[src/pkg/bds_pkg.sv]
// Package for the boot display sequencer: opcodes, lengths, carriers
`default_nettype none
package bds_pkg;
	// Opcodes, one byte each
	localparam logic [7:0] OP_EXIT_LO = 8'h00;
	localparam logic [7:0] OP_EXIT_HI = 8'hff;
	localparam logic [7:0] OP_NOP = 8'haa;
	localparam logic [7:0] OP_ENTER_WIDE = 8'hb7;
	localparam logic [7:0] OP_LEAVE_WIDE = 8'he9;
	localparam logic [7:0] OP_STATUS_READ = 8'h10;
	localparam logic [7:0] OP_COMMAND_WRITE = 8'h11;
	localparam logic [7:0] OP_DATA_READ = 8'h12;
	localparam logic [7:0] OP_DATA_WRITE = 8'h13;
	localparam logic [7:0] OP_LOAD_LOOP = 8'h20;
	localparam logic [7:0] OP_FETCH_FETCH_ATTRIBUTE_OP = 8'h30;
	localparam logic [7:0] OP_JUMP = 8'h80;
	localparam logic [7:0] OP_DEC_BRANCH = 8'h81;
	// Instruction lengths in bytes
	localparam logic [2:0] LEN_ONE = 3'h1;
	localparam logic [2:0] LEN_TWO = 3'h2;
	localparam logic [2:0] LEN_FIVE = 3'h5;
	// Values after reset
	localparam logic [31:0] RESET_PC = 32'h00000000;
	localparam logic [7:0] RESET_COUNT = 8'h00;
	// Command/data select levels for the register port
	localparam logic SEL_COMMAND = 1'b0;
	localparam logic SEL_DATA = 1'b1;

	// Decoded instruction class
	typedef enum logic [3:0] {
		BDS_I_EXIT, BDS_I_NOP, BDS_I_ENTER_WIDE, BDS_I_LEAVE_WIDE,
		BDS_I_STATUS_RD, BDS_I_COMMAND_WR, BDS_I_DATA_RD, BDS_I_DATA_WR,
		BDS_I_LOAD_LOOP, BDS_I_FETCH_FETCH_ATTRIBUTE_OP, BDS_I_JUMP, BDS_I_DEC_BRANCH
	} bds_instr_e;

	// Decoder answer
	typedef struct packed {
		bds_instr_e kind;
		logic [2:0] len;
	} bds_decode_s;

	// Flash read request toward the flash reader
	typedef struct packed {
		logic [31:0] addr;
		logic wide;
	} bds_flash_req_s;

	// Internal register port cycle
	typedef struct packed {
		logic write;
		logic select;
		logic [7:0] data;
	} bds_port_req_s;
endpackage
`default_nettype wire

[src/rtl/bds_decoder.sv]
// Opcode decoder: class and length of each of the twelve instructions
`timescale 1ns/1ps
`default_nettype none
module bds_decoder
	import bds_pkg::*;
(
	input wire logic [7:0] opcode, // First byte of the instruction
	output bds_pkg::bds_decode_s dec // Class and length
);
	// Pure table; every undefined code also ends the program
	always_comb
	begin
		unique case (opcode)
			OP_EXIT_LO, OP_EXIT_HI: dec = '{BDS_I_EXIT, LEN_ONE};
			OP_NOP: dec = '{BDS_I_NOP, LEN_ONE};
			OP_ENTER_WIDE: dec = '{BDS_I_ENTER_WIDE, LEN_ONE};
			OP_LEAVE_WIDE: dec = '{BDS_I_LEAVE_WIDE, LEN_ONE};
			OP_STATUS_READ: dec = '{BDS_I_STATUS_RD, LEN_TWO};
			OP_COMMAND_WRITE: dec = '{BDS_I_COMMAND_WR, LEN_TWO};
			OP_DATA_READ: dec = '{BDS_I_DATA_RD, LEN_TWO};
			OP_DATA_WRITE: dec = '{BDS_I_DATA_WR, LEN_TWO};
			OP_LOAD_LOOP: dec = '{BDS_I_LOAD_LOOP, LEN_TWO};
			OP_FETCH_FETCH_ATTRIBUTE_OP: dec = '{BDS_I_FETCH_FETCH_ATTRIBUTE_OP, LEN_TWO};
			OP_JUMP: dec = '{BDS_I_JUMP, LEN_FIVE};
			OP_DEC_BRANCH: dec = '{BDS_I_DEC_BRANCH, LEN_FIVE};
			default: dec = '{BDS_I_EXIT, LEN_ONE};
		endcase
	end
endmodule // bds_decoder
`default_nettype wire

[src/rtl/bds_sequencer.sv]
// Start-up sequencer: fetches a program from serial flash and runs it until exit
// Functional notes
// - Starts running by itself once reset is released, no host needed.
// - Program and its data bytes are fetched from the external serial flash.
// - After exit the sequencer halts and hands control to the host.
// - Exactly twelve instruction types, chosen by the first opcode byte.
// - Opcode 00h or FFh ends the program.
// - Opcode AAh does nothing and moves to the next byte.
// - Opcode B7h switches flash fetches to four-byte addresses.
// - Opcode E9h returns flash fetches to normal address width.
// - Opcode 10h, two bytes, does a status read on the register port.
// - Opcode 11h, two bytes, writes its second byte as a command.
// - Opcode 12h, two bytes, does a data read on the register port.
// - Opcode 13h, two bytes, writes its second byte as data.
// - Opcode 20h, two bytes, loads its second byte into the repeat counter.
// - Opcode 30h, two bytes, fetches its second byte as the attribute.
// - Opcode 80h, five bytes, jumps to the four-byte address that follows.
// - Opcode 81h, five bytes, decrements the counter then branches unless it reached zero.
// - Status and command cycles use select 0, data cycles select 1.
`timescale 1ns/1ps
`default_nettype none
module bds_sequencer
	import bds_pkg::*;
(
	input wire logic core_clk, // System clock, 250 MHz
	input wire logic arst_n, // Asynchronous reset, active low
	input wire logic clkEn, // Clock enable, freezes all state when low
	output bds_pkg::bds_flash_req_s flashReq, // Address and width of next byte read
	output logic flashReqValid, // Flash byte read request, held until taken
	input wire logic flashAck, // Flash returns a byte this cycle
	input wire logic [7:0] flashData, // Byte from flash, valid with flashAck
	output bds_pkg::bds_port_req_s portReq, // Register port cycle
	output logic portReqValid, // Port cycle request, held until taken
	input wire logic portAck, // Port cycle completed this cycle
	input wire logic [7:0] portRdData, // Read data, valid with portAck
	output logic [7:0] portRdLast, // Last byte read from the port
	output logic [7:0] attribute, // Last fetched attribute byte
	output logic [7:0] loopCount, // Repeat counter
	output logic wideAddr, // Flash fetches use four-byte addresses
	output logic running, // Program is executing
	output logic hostOwns // Sequencer done, host owns the device
);
	typedef enum logic [2:0] {
		ST_FETCH, ST_WAIT, ST_EXEC, ST_PORT, ST_HALT
	} bds_state_e;

	bds_state_e state;
	logic [31:0] pc;
	logic [7:0] opByte;
	logic [31:0] operand;
	logic [2:0] byteIdx;
	bds_decode_s dec;
	logic [7:0] decCount;

	bds_decoder uDecoder (
		.opcode(opByte),
		.dec(dec)
	);

	// Counter value after a decrement; wraps 0 to ff
	assign decCount = loopCount - 8'h01;

	// Only port operations need a second pass through ST_PORT
	function automatic logic isPortOp(input bds_instr_e k);
		return k inside {BDS_I_STATUS_RD, BDS_I_COMMAND_WR, BDS_I_DATA_RD, BDS_I_DATA_WR};
	endfunction

	// Main sequencing: fetch bytes of one instruction, then execute it
	always_ff @(posedge core_clk or negedge arst_n)
	begin
		if (!arst_n)
		begin
			state <= ST_FETCH;
			byteIdx <= 3'h0;
			opByte <= 8'h00;
			operand <= 32'h00000000;
		end
		else if (clkEn)
		begin
			unique case (state)
				ST_FETCH:
					state <= ST_WAIT;
				ST_WAIT:
					if (flashAck)
					begin
						if (byteIdx == 3'h0)
							opByte <= flashData;
						else
							operand <= {operand[23:0], flashData}; // Big-endian target
						state <= ST_EXEC;
					end
				ST_EXEC:
					if (byteIdx + 3'h1 < dec.len)
					begin
						byteIdx <= byteIdx + 3'h1;
						state <= ST_FETCH;
					end
					else
					begin
						byteIdx <= 3'h0;
						if (dec.kind == BDS_I_EXIT)
							state <= ST_HALT;
						else if (isPortOp(dec.kind))
							state <= ST_PORT;
						else
							state <= ST_FETCH;
					end
				ST_PORT:
					if (portAck)
						state <= ST_FETCH;
				ST_HALT:
					state <= ST_HALT;
			endcase
		end
	end

	// Fetch pointer: one byte per fetch, targets replace it on jumps
	always_ff @(posedge core_clk or negedge arst_n)
	begin
		if (!arst_n)
			pc <= RESET_PC;
		else if (clkEn && state == ST_WAIT && flashAck)
			pc <= pc + 32'h1;
		else if (clkEn && state == ST_EXEC && byteIdx + 3'h1 >= dec.len)
		begin
			if (dec.kind == BDS_I_JUMP)
				pc <= operand;
			else if (dec.kind == BDS_I_DEC_BRANCH && decCount != 8'h00)
				pc <= operand;
		end
	end

	// Flash request outputs; narrow mode masks the top address byte
	always_ff @(posedge core_clk or negedge arst_n)
	begin
		if (!arst_n)
		begin
			flashReqValid <= 1'b0;
			flashReq <= '{RESET_PC, 1'b0};
		end
		else if (clkEn)
		begin
			if (state == ST_FETCH)
			begin
				flashReqValid <= 1'b1;
				flashReq <= '{wideAddr ? pc : {8'h00, pc[23:0]}, wideAddr};
			end
			else if (state == ST_WAIT && flashAck)
				flashReqValid <= 1'b0;
		end
	end

	// Address width mode and repeat counter
	always_ff @(posedge core_clk or negedge arst_n)
	begin
		if (!arst_n)
		begin
			wideAddr <= 1'b0;
			loopCount <= RESET_COUNT;
			attribute <= 8'h00;
		end
		else if (clkEn && state == ST_EXEC && byteIdx + 3'h1 >= dec.len)
		begin
			unique case (dec.kind)
				BDS_I_ENTER_WIDE: wideAddr <= 1'b1;
				BDS_I_LEAVE_WIDE: wideAddr <= 1'b0;
				BDS_I_LOAD_LOOP: loopCount <= operand[7:0];
				BDS_I_FETCH_FETCH_ATTRIBUTE_OP: attribute <= operand[7:0];
				BDS_I_DEC_BRANCH: loopCount <= decCount;
				BDS_I_EXIT, BDS_I_NOP, BDS_I_STATUS_RD, BDS_I_COMMAND_WR,
				BDS_I_DATA_RD, BDS_I_DATA_WR, BDS_I_JUMP:
					loopCount <= loopCount;
			endcase
		end
	end

	// Register port cycles; select follows command versus data
	always_ff @(posedge core_clk or negedge arst_n)
	begin
		if (!arst_n)
		begin
			portReqValid <= 1'b0;
			portReq <= '{1'b0, SEL_COMMAND, 8'h00};
			portRdLast <= 8'h00;
		end
		else if (clkEn)
		begin
			if (state == ST_EXEC && byteIdx + 3'h1 >= dec.len && isPortOp(dec.kind))
			begin
				portReqValid <= 1'b1;
				unique case (dec.kind)
					BDS_I_STATUS_RD: portReq <= '{1'b0, SEL_COMMAND, 8'h00};
					BDS_I_COMMAND_WR: portReq <= '{1'b1, SEL_COMMAND, operand[7:0]};
					BDS_I_DATA_RD: portReq <= '{1'b0, SEL_DATA, 8'h00};
					default: portReq <= '{1'b1, SEL_DATA, operand[7:0]};
				endcase
			end
			else if (state == ST_PORT && portAck)
			begin
				portReqValid <= 1'b0;
				if (!portReq.write)
					portRdLast <= portRdData;
			end
		end
	end

	// Status flags
	always_ff @(posedge core_clk or negedge arst_n)
	begin
		if (!arst_n)
		begin
			running <= 1'b0;
			hostOwns <= 1'b0;
		end
		else if (clkEn)
		begin
			running <= (state != ST_HALT) && !(state == ST_EXEC && dec.kind == BDS_I_EXIT);
			hostOwns <= (state == ST_HALT) || (state == ST_EXEC && dec.kind == BDS_I_EXIT);
		end
	end
endmodule // bds_sequencer
`default_nettype wire

[config.mk]
export PLATFORM = sky130hd
export DESIGN_NAME = bds_sequencer
export DESIGN_NICKNAME = d
export VERILOG_FILES = /design/src/pkg/bds_pkg.sv /design/src/rtl/bds_decoder.sv /design/src/rtl/bds_sequencer.sv
export SDC_FILE = /design/constraint.sdc
export NUM_CORES = 1
export LEC_CHECK = 0
export BUFFER_PORTS_ARGS = -buffer_cell sky130_fd_sc_hd__buf_4
export CORE_ASPECT_RATIO = 1.5
export CORE_UTILIZATION = 30
export DETAILED_ROUTE_END_ITERATION = 10
export PLACE_DENSITY_LB_ADDON = 0.15
export SKIP_LAST_GASP = 1
export SYNTH_ARGS = -nofsm -noshare
export SYNTH_HDL_FRONTEND = slang
export SYNTH_SLANG_ARGS = --single-unit
export TNS_END_PERCENT = 1
[constraint.sdc]
create_clock -name core_clk -period 4.1 [get_ports core_clk]
set_input_delay 0.41 -clock core_clk [delete_from_list [all_inputs] [get_ports core_clk]]
set_output_delay 0.41 -clock core_clk [all_outputs]
set_load 0.005 [all_outputs]
[Word-level counts from Yosys, hierarchy flattened]
Cells that the tools add are included.
Cells by class
  add/sub/neg operators: 3
  magnitude comparators: 2
  equality and inequality tests: 28
  multiplexer cells: 20
  bitwise operators: 3
  reductions and logical operators: 37
Operators with widths (number)
  two-way mux 32 bit: 5
  one-hot mux 7 bit (11 select lines): 1
  == test 8 bit, second input constant: 5
  adder 32 x 1 -> 32 bit, second input constant: 1
  == test 8 x 5 -> 1 bit, second input constant: 4
  one-hot mux 10 bit (3 select lines): 1
  AND reduction 2 bit: 9
  == test 4 x 3 -> 1 bit, second input constant: 4
  == test 4 bit, second input constant: 4
  == test 8 x 6 -> 1 bit, second input constant: 2
  one-hot mux 8 bit (2 select lines): 1
  two-way mux 3 bit: 5
  one-hot mux 3 bit (5 select lines): 1
  AND reduction 4 bit: 3
  logical AND 1 bit: 11
  nonzero test 2 bit: 5
  == test 4 x 2 -> 1 bit, second input constant: 2
  nonzero test 8 bit: 1
  subtractor 8 x 1 -> 8 bit, second input constant: 1
  == test 3 x 2 -> 1 bit, second input constant: 2
  zero test 3 bit: 2
  zero test 4 bit: 1
  two-way mux 1 bit: 4
  inequality test 2 bit, second input constant: 2
  other kinds (14): 16
Word-level totals
  register bits: 150
  input port bits: 21
  output and inout bits: 72
  logic and storage cells: 111

[Longest topological paths before layout]
Gate-level depths: netlist of the first run.
  word-level depth: 8
  depth in mapped cells: 12
  depth with buffers taken out: 10

[Modules after synthesis]
A second synthesis of the first run with hierarchy kept.
Second synthesis, totals
  cell total of the unflattened synthesis: 715
  area, all modules: 7173.1 um2
Modules (own cells, without submodules)
  bds_sequencer: times used 1, cells each 687, area an instance 6972.9 um2, seq. area each 3753.6 um2
  bds_decoder: times used 1, cells each 28, area an instance 200.2 um2, seq. area each 0.0 um2

[Least setup slack after synthesis of the first run]
Ideal clock, no wire load.
  path type: reg2reg
  start: register opByte[3]
  end: register attribute[0]
  library setup time: 0.125 ns
  arrival time: 2.887 ns
  required time: 3.975 ns
  slack: 1.088 ns
  stages on the path, launching flop included: 11
  buffers on the path: 2
  period minus slack after synthesis: 3.012 ns
  path through: dfrtp_1 nor4_4 and2_1 a21oi_1 ha_1 o21ai_0 a221o_1 buf_2 or4_1 buf_6 mux2_4
On the way
  word-level cells in the longest chain between the ends: 5
  elaborated cells on any way between the ends: 16
  those cells by class: order compare (1); eq/ne (12); mux (1); reduce/logical (2)
Ends and longest elaborated chain
  from (decl): line bds_sequencer.sv:49  | logic [7:0] opByte;
  from (signal assigned): line bds_sequencer.sv:87  | opByte <= flashData;
  == test 8 bit (tied with other cells): line bds_decoder.sv:13  | unique case (opcode)
  one-hot mux 7 bit (11 select lines) (*): line bds_decoder.sv:13
  greater-or-equal comparator 3 bit: line bds_sequencer.sv:162  | else if (clkEn && state == ST_EXEC && byteIdx + 3'h1 >= dec.len)
  logical AND 1 bit: line bds_sequencer.sv:162
  AND reduction 2 bit (no line) (*)
  to (signal assigned): line bds_sequencer.sv:168  | BDS_I_FETCH_FETCH_ATTRIBUTE_OP: attribute <= operand[7:0];
  to (decl): line bds_sequencer.sv:37  | output logic [7:0] attribute,
Every way passes the cells marked *; elsewhere a longest branch is shown, timed or not.
A chain may end at the register's enable or synchronous reset.

[Worst setup path after layout of the first run]
  start: register opByte[3]
  end: register pc[10]
On the way
  word-level cells in the longest chain between the ends: 6
  elaborated cells on any way between the ends: 23
  those cells by class: order compare (1); eq/ne (13); mux (4); reduce/logical (5)
Ends and longest elaborated chain
  == test 8 bit (tied with other cells): line bds_decoder.sv:13
  one-hot mux 7 bit (11 select lines) (*): line bds_decoder.sv:13
  greater-or-equal comparator 3 bit (tied with other cells): line bds_sequencer.sv:124  | else if (clkEn && state == ST_EXEC && byteIdx + 3'h1 >= dec.len)
  logical AND 1 bit (tied with other cells): line bds_sequencer.sv:124
  nonzero test 2 bit (no line) (tied with other cells)
  AND reduction 2 bit (no line) / two-way mux 32 bit (equally long branches)
  to (signal assigned): line bds_sequencer.sv:123  | pc <= pc + 32'h1;
  to (signal assigned): line bds_sequencer.sv:127  | pc <= operand;
  to (signal assigned): line bds_sequencer.sv:129  | pc <= operand;
  to (decl): line bds_sequencer.sv:48  | logic [31:0] pc;
Every way passes the cells marked *; elsewhere a longest branch is shown, timed or not. The select of a mux whose other input is x is not followed.

==> key figures, run 1 <==
STA
  – Final Cycle Share: 0.873
  – Worst-margin pin slew: 912 ps
  – Slew headroom: 0.392
  – Hold Vio Cnt, Final: 0
  – Achievable Freq: 279 MHz
  – RSZ-0062 raised after global routing: no
  – Final min period: 3580 ps
  – Final Skew: 7.68 ps
  – Final Max Slew Viols: 0
  – Worst setup margin: 520 ps
  – Fin Setup TNS: 0 ps
  – Endpoints failing setup: 0

Floorplanning
  – Die W: 127 um
  – Initial Util: 0.306
  – Std cell rows: 68
  – Die ar.: 0.0240 mm^2
  – Die span in y: 189 um
  – Core ar.: 0.0230 mm^2
  – I/O pins: 93

Synthesis
  – Post-Syn Nets: 718
  – Cell variety after synth: 58
  – Post-Synthesis Cells: 689
  – Number of synthesized flops with an enable pin: 0
  – Asr flop ratio synth: 1.00
  – Synth area leader: dfrtp_1
  – Synth Cell Area: 0.00702 mm^2
  – Total number of yosys warnings: 0
  – Synth top area share: 0.534
  – Synth Register Bits: 150
  – Area contributors post-synth: dfrtp_1, nand2_1, mux2_2
  – Sequential cell area fraction in the yosys report: 0.534
  – Main synth FF type: dfrtp_1
  – Average size of a mapped cell: 10.2 um^2

Detailed routing
  – Wire per inst: 18.3 um
  – Remaining DRCs: 0
  – DRT iter0 DRCs: 280
  – DR pass1 iterations: 4
  – Via count: 5551
  – Post-Route WL: 19600 um
  – Final ANT Viol Nets: 0
  – Vias per cell: 5.19

Layout
  – Synth-to-layout area growth: 22.4%
  – Nets: 806
  – Finished layout cell area: 0.00859 mm^2
  – Commonest non-fill, non-tap cell in the layout: dfrtp_1
  – Most frequent cells in the layout: dfrtp_1, nand2_1, buf_4
  – Final core utilization: 0.374
  – Diode count: 0
  – Share of cells above drive strength 1: 0.239

Worst setup path
  – Most frequent CP cell: a221o_1
  – Crit path DAT: 3900 ps
  – Worst setup path category: flip-flop to flip-flop
  – Worst Setup End Kind: flip-flop
  – CP max FO: 14
  – Required @ worst endpoint: 4410 ps
  – Slowest CP cell: a221oi_4
  – Worst setup SP type: flip-flop
  – R2R depth: 9
  – Cell chain of the critical path: nor4_4, and2_1, a21oi_1, ha_1, o21ai_0, a221o_1, a221oi_4, nor2_1, a221o_1
  – Max incr delay on CP: 570 ps

Clocking
  – Clock-pin slew on the worst setup and hold paths: 60 ps
  – CTS tree: built
  – CTS resizes: 0
  – Root buf cell: clkbuf_16
  – Num CTS Buffers: 17
  – Setup Buffers After CTS: 0
  – CTS H-tree lvls: 4
  – Clock Latency Late Sink: 440 ps
  – Hold Buf Count CTS: 0
  – Clock Tree Buf Depth: 2
  – Clk sinks: 150

Placed design
  – Placement Cell Area: 0.00805 mm^2
  – GPL Wtd Cong: 0.816
  – Port bufs: 92
  – Dpl hpwl: 14100 um
  – Pre-CTS setup slack: 500 ps

Power
  – Final Power: 5300 uW
  – Peak VDD IR: 342 uV
  – P per Cell Area: 617 mW/mm^2
  – Pleak: 0.00404 uW

GRT
  – Largest net degree at the start of global routing: 96
  – Vias in the first global route: 5877
  – GRT Overall Usage: 0.175
  – First-pass GRT wire length: 32200 um
  – Initial antenna violation count: 0
  – Remaining global-route overflow: 0

Outcome
  – Status: finished, final reports clean

Flow run
  – Max-cap violations: 0

Worst hold path
  – Worst Hold Class: input port to asynchronous set/reset pin
power by group:
part           switching [uW]  internal [uW]  total, uW
registers                 548           1890       2440
logic                     682            722       1400
clock network             678            783       1460
total                    1910           3390       5300
layer usage:
metal  up-vias  share of wire  track usage
li1       2612              -            -
met1      2787           0.40        0.196
met2       123           0.54        0.315
met3        29          0.035       0.0356
met4         0          0.028       0.0852
met5         -              0            0
final timing paths:
path                       slack (ps)     startpoint             to
max                               520      opByte[3]         pc[10]
min                                80         arst_n   flashReq[11]
max reg2reg                       520      opByte[3]         pc[10]
min reg2reg                       470   flashReq[28]   flashReq[28]
max in group asynchronous        3050         arst_n  portRdLast[4]
min in group core_clk             210  portRdData[1]  portRdLast[1]
state kept, by name (all words and copies together), names as in the netlist:
name / flops
byteIdx: 3
portRdLast: 8
hostOwns: 1
wideAddr: 1
opByte: 8
portReq: 10
attribute: 8
flashReqValid: 1
pc: 32
loopCount: 8
portReqValid: 1
operand: 32
state: 3
flashReq: 33
running: 1
cells in the mapped netlist (9+ instances only):
cell      number
nor3_1        14
nand3_1       33
mux2_2        35
nand4_1        9
and3_1         9
a221o_1       11
nor2_1        41
nand2_1      146
clkbuf_1      27
xor2_1        13
inv_1         15
o21ai_0       11
nor2b_1       11
o21ai_1       14
a21oi_1       28
dfrtp_1      150
worst max-delay path: cells and delay by family, from the launching register on:
| family | cells | cell delay, ps |
|---|---|---|
| AOI/OAI and AO/OA | 5 | 1680 |
| adders and majority gates | 1 | 310 |
| DFF | 1 | 440 |
| and+or+nand+nor | 3 | 1020 |
logic make-up after synthesis:
logic type / count (synthesis) / synth area share
compound gates: 111 / 0.112
xor+xnor: 18 / 0.0224
fa+ha+maj: 8 / 0.0143
buf+inv: 51 / 0.0290
flops: 150 / 0.534
mux: 54 / 0.0903
simple gates: 297 / 0.198
stage by stage:
stage	cells	hold WS (ps)
CTS	1070	120
finish	1070	83.7
detailed placement	1038	457
floorplan	689	114
global route	1070	152
global placement	1038	461
area by class of cell:
| type | count | area (um^2) |
|---|---|---|
| sequential | 150 | 3750 |
| clock buffer | 17 | 425 |
| multi-input combinational | 488 | 3090 |
| timing repair buffer | 104 | 797 |
| tap | 280 | 350 |
| fill | 2317 | 14400 |
| inverter | 16 | 60.1 |
| clock inverter | 15 | 123 |
(Power assumes the default switching activity.)
==> run 2: changes to the inputs <==
--- a/config.mk
+++ b/config.mk
@@ -9,7 +9,8 @@
 export CORE_ASPECT_RATIO = 1.5
 export CORE_UTILIZATION = 30
 export DETAILED_ROUTE_END_ITERATION = 10
-export PLACE_DENSITY_LB_ADDON = 0.15
+export MAX_ROUTING_LAYER = met4
+export PLACE_DENSITY = 0.59
 export SKIP_LAST_GASP = 1
 export SYNTH_ARGS = -nofsm -noshare
 export SYNTH_HDL_FRONTEND = slang
==> key figures, run 2 (same netlist as run 1, synthesis figures left out) <==
Outcome
  – Status: finished, final reports clean (unchanged)

Layout
  – Filler cell count: 2292 (was 2317)
  – Top flop regs: flashReq: 33 flops, operand: 32 flops, pc: 32 flops (unchanged)
  – Area taken by multi-input logic gates: 0.00309 mm^2 (about the same)
  – Most frequent cells in the layout: dfrtp_1, nand2_1, buf_4 (unchanged)
  – Max FFs per register: 33 (unchanged)
  – Nets: 804 (was 806)
  – Top reg by flops: flashReq (unchanged)
  – Share of cells above drive strength 1: 0.234 (was 0.239)
  – Commonest non-fill, non-tap cell in the layout: dfrtp_1 (unchanged)
  – Reg area: 0.00375 mm^2 (unchanged)
  – Final core utilization: 0.377 (was 0.374)
  – Synth-to-layout area growth: 23.2% (was 22.4%)
  – Finished layout cell area: 0.00865 mm^2 (was 0.00859 mm^2)
  – Diode count: 0 (unchanged)

STA
  – Final Cycle Share: 0.844 (was 0.873)
  – Final min period: 3460 ps (was 3580 ps)
  – Final Max Slew Viols: 0 (unchanged)
  – Worst-margin pin slew: 933 ps (was 912 ps)
  – Hold Vio Cnt, Final: 0 (unchanged)
  – Slew headroom: 0.378 (was 0.392)
  – Endpoints failing setup: 0 (unchanged)
  – Fin Setup TNS: 0 ps (unchanged)
  – Final Skew: 9.22 ps (was 7.68 ps)
  – RSZ-0062 raised after global routing: no (unchanged)
  – Achievable Freq: 289 MHz (was 279 MHz)

Detailed routing
  – Remaining DRCs: 0 (unchanged)
  – Vias per cell: 5.11 (was 5.19)
  – DR pass1 iterations: 4 (unchanged)
  – Via count: 5451 (was 5551)
  – DRT iter0 DRCs: 242 (was 280)
  – Wire per inst: 17.0 um (was 18.3 um)
  – Final ANT Viol Nets: 0 (unchanged)
  – Post-Route WL: 18100 um (was 19600 um)

Floorplanning
  – Initial Util: 0.306 (unchanged)
  – Std cell rows: 68 (unchanged)
  – Die span in y: 189 um (unchanged)
  – Core ar.: 0.0230 mm^2 (unchanged)
  – Die ar.: 0.0240 mm^2 (unchanged)
  – I/O pins: 93 (unchanged)
  – Die W: 127 um (unchanged)

Clocking
  – Num CTS Buffers: 17 (unchanged)
  – Clock Tree Buf Depth: 2 (unchanged)
  – CTS tree: built (unchanged)
  – Setup Buffers After CTS: 0 (unchanged)
  – Root buf cell: clkbuf_16 (unchanged)
  – CTS resizes: 0 (unchanged)
  – Clk sinks: 150 (unchanged)
  – Clock-pin slew on the worst setup and hold paths: 60 ps (about the same)
  – CTS H-tree lvls: 4 (unchanged)
  – Clock Latency Late Sink: 430 ps (was 440 ps)
  – Hold Buf Count CTS: 0 (unchanged)

GRT
  – Vias in the first global route: 5597 (was 5877)
  – Largest net degree at the start of global routing: 98 (was 96)
  – Initial antenna violation count: 0 (unchanged)
  – First-pass GRT wire length: 30200 um (was 32200 um)
  – Remaining global-route overflow: 0 (unchanged)
  – GRT Overall Usage: 0.168 (was 0.175)

Placed design
  – GPL Wtd Cong: 0.875 (was 0.816)
  – Dpl hpwl: 12900 um (was 14100 um)
  – Port bufs: 92 (unchanged)
  – Placement Cell Area: 0.00804 mm^2 (was 0.00805 mm^2)

Worst setup path
  – Required @ worst endpoint: 4410 ps (about the same)
  – R2R depth: 8 (was 9)
  – R2r endpoint: attribute[6] (was pc[10])
  – Worst Setup End Kind: flip-flop (unchanged)
  – CP max FO: 11 (was 14)
  – Reg2reg setup slack: 640 ps (was 520 ps)
  – Reg-to-reg startpoint: opByte[3] (unchanged)
  – Worst setup SP type: flip-flop (unchanged)
  – Worst setup path category: flip-flop to flip-flop (unchanged)
  – Crit path DAT: 3770 ps (was 3900 ps)

Power
  – Peak VDD IR: 236 uV (was 342 uV)
  – Pleak: 0.00408 uW (was 0.00404 uW)
  – P per Cell Area: 628 mW/mm^2 (was 617 mW/mm^2)

Flow run
  – Max-cap violations: 0 (unchanged)

Worst hold path
  – Worst Hold Class: input port to asynchronous set/reset pin (unchanged)
[run 2: area by class of cell]
| class | count | area share |
|---|---|---|
| Clock buffer | 19 | 0.0500 |
| Tap cell | 280 | 0.0405 |
| Clock inverter | 12 | 0.0207 |
| Sequential cell | 150 | 0.434 |
| Inverter | 16 | 0.00694 |
| Timing Repair Buffer | 102 | 0.0904 |
| Multi-Input combinational cell | 488 | 0.358 |
[run 2: metrics by stage]
step,hold slack [ps],total power [uW],setup slack [ps],std cells
after floorplan,114,3160,1090,689
after global placement,453,3810,768,1036
after detailed placement,457,3840,687,1036
after CTS,118,5500,663,1067
after global routing,153,5790,439,1067
final,64.2,5430,639,1067
[run 2: routing by layer]
metal / vias up / global-route usage / share of wire
met1: 2704 / 0.188 / 0.41
met5: - / - / 0
li1: 2603 / - / -
met2: 114 / 0.286 / 0.53
met4: 0 / 0.0723 / 0.029
met3: 30 / 0.0387 / 0.038
[run 2: how the worst max path moves through the flow]
stage | depth (start not counted) | to | slack (ps) | start
floorplan | 10 | attribute[0] | 1090 | opByte[3]
global placement | 8 | attribute[6] | 770 | opByte[3]
detailed placement | 8 | attribute[5] | 690 | opByte[3]
CTS | 8 | attribute[6] | 660 | opByte[3]
global route | 8 | attribute[6] | 440 | opByte[3]
finish | 8 | attribute[6] | 640 | opByte[3]
[run 2: power breakdown]
| part | internal (uW) | leakage [uW] | switching, uW |
|---|---|---|---|
| sequential | 1890 | 0.00196 | 536 |
| clock | 1020 | 0.000289 | 622 |
| combinational | 713 | 0.00183 | 656 |
| total | 3620 | 0.00408 | 1810 |
[run 2: critical path: stages, from the launching register on]
cell and delay (ps):
dfrtp_1 450, nor4_4 410, and2_1 280, a21oi_1 70, ha_1 310, o21ai_0 120, a221o_1 520, or4_1 790
mux2_4 390
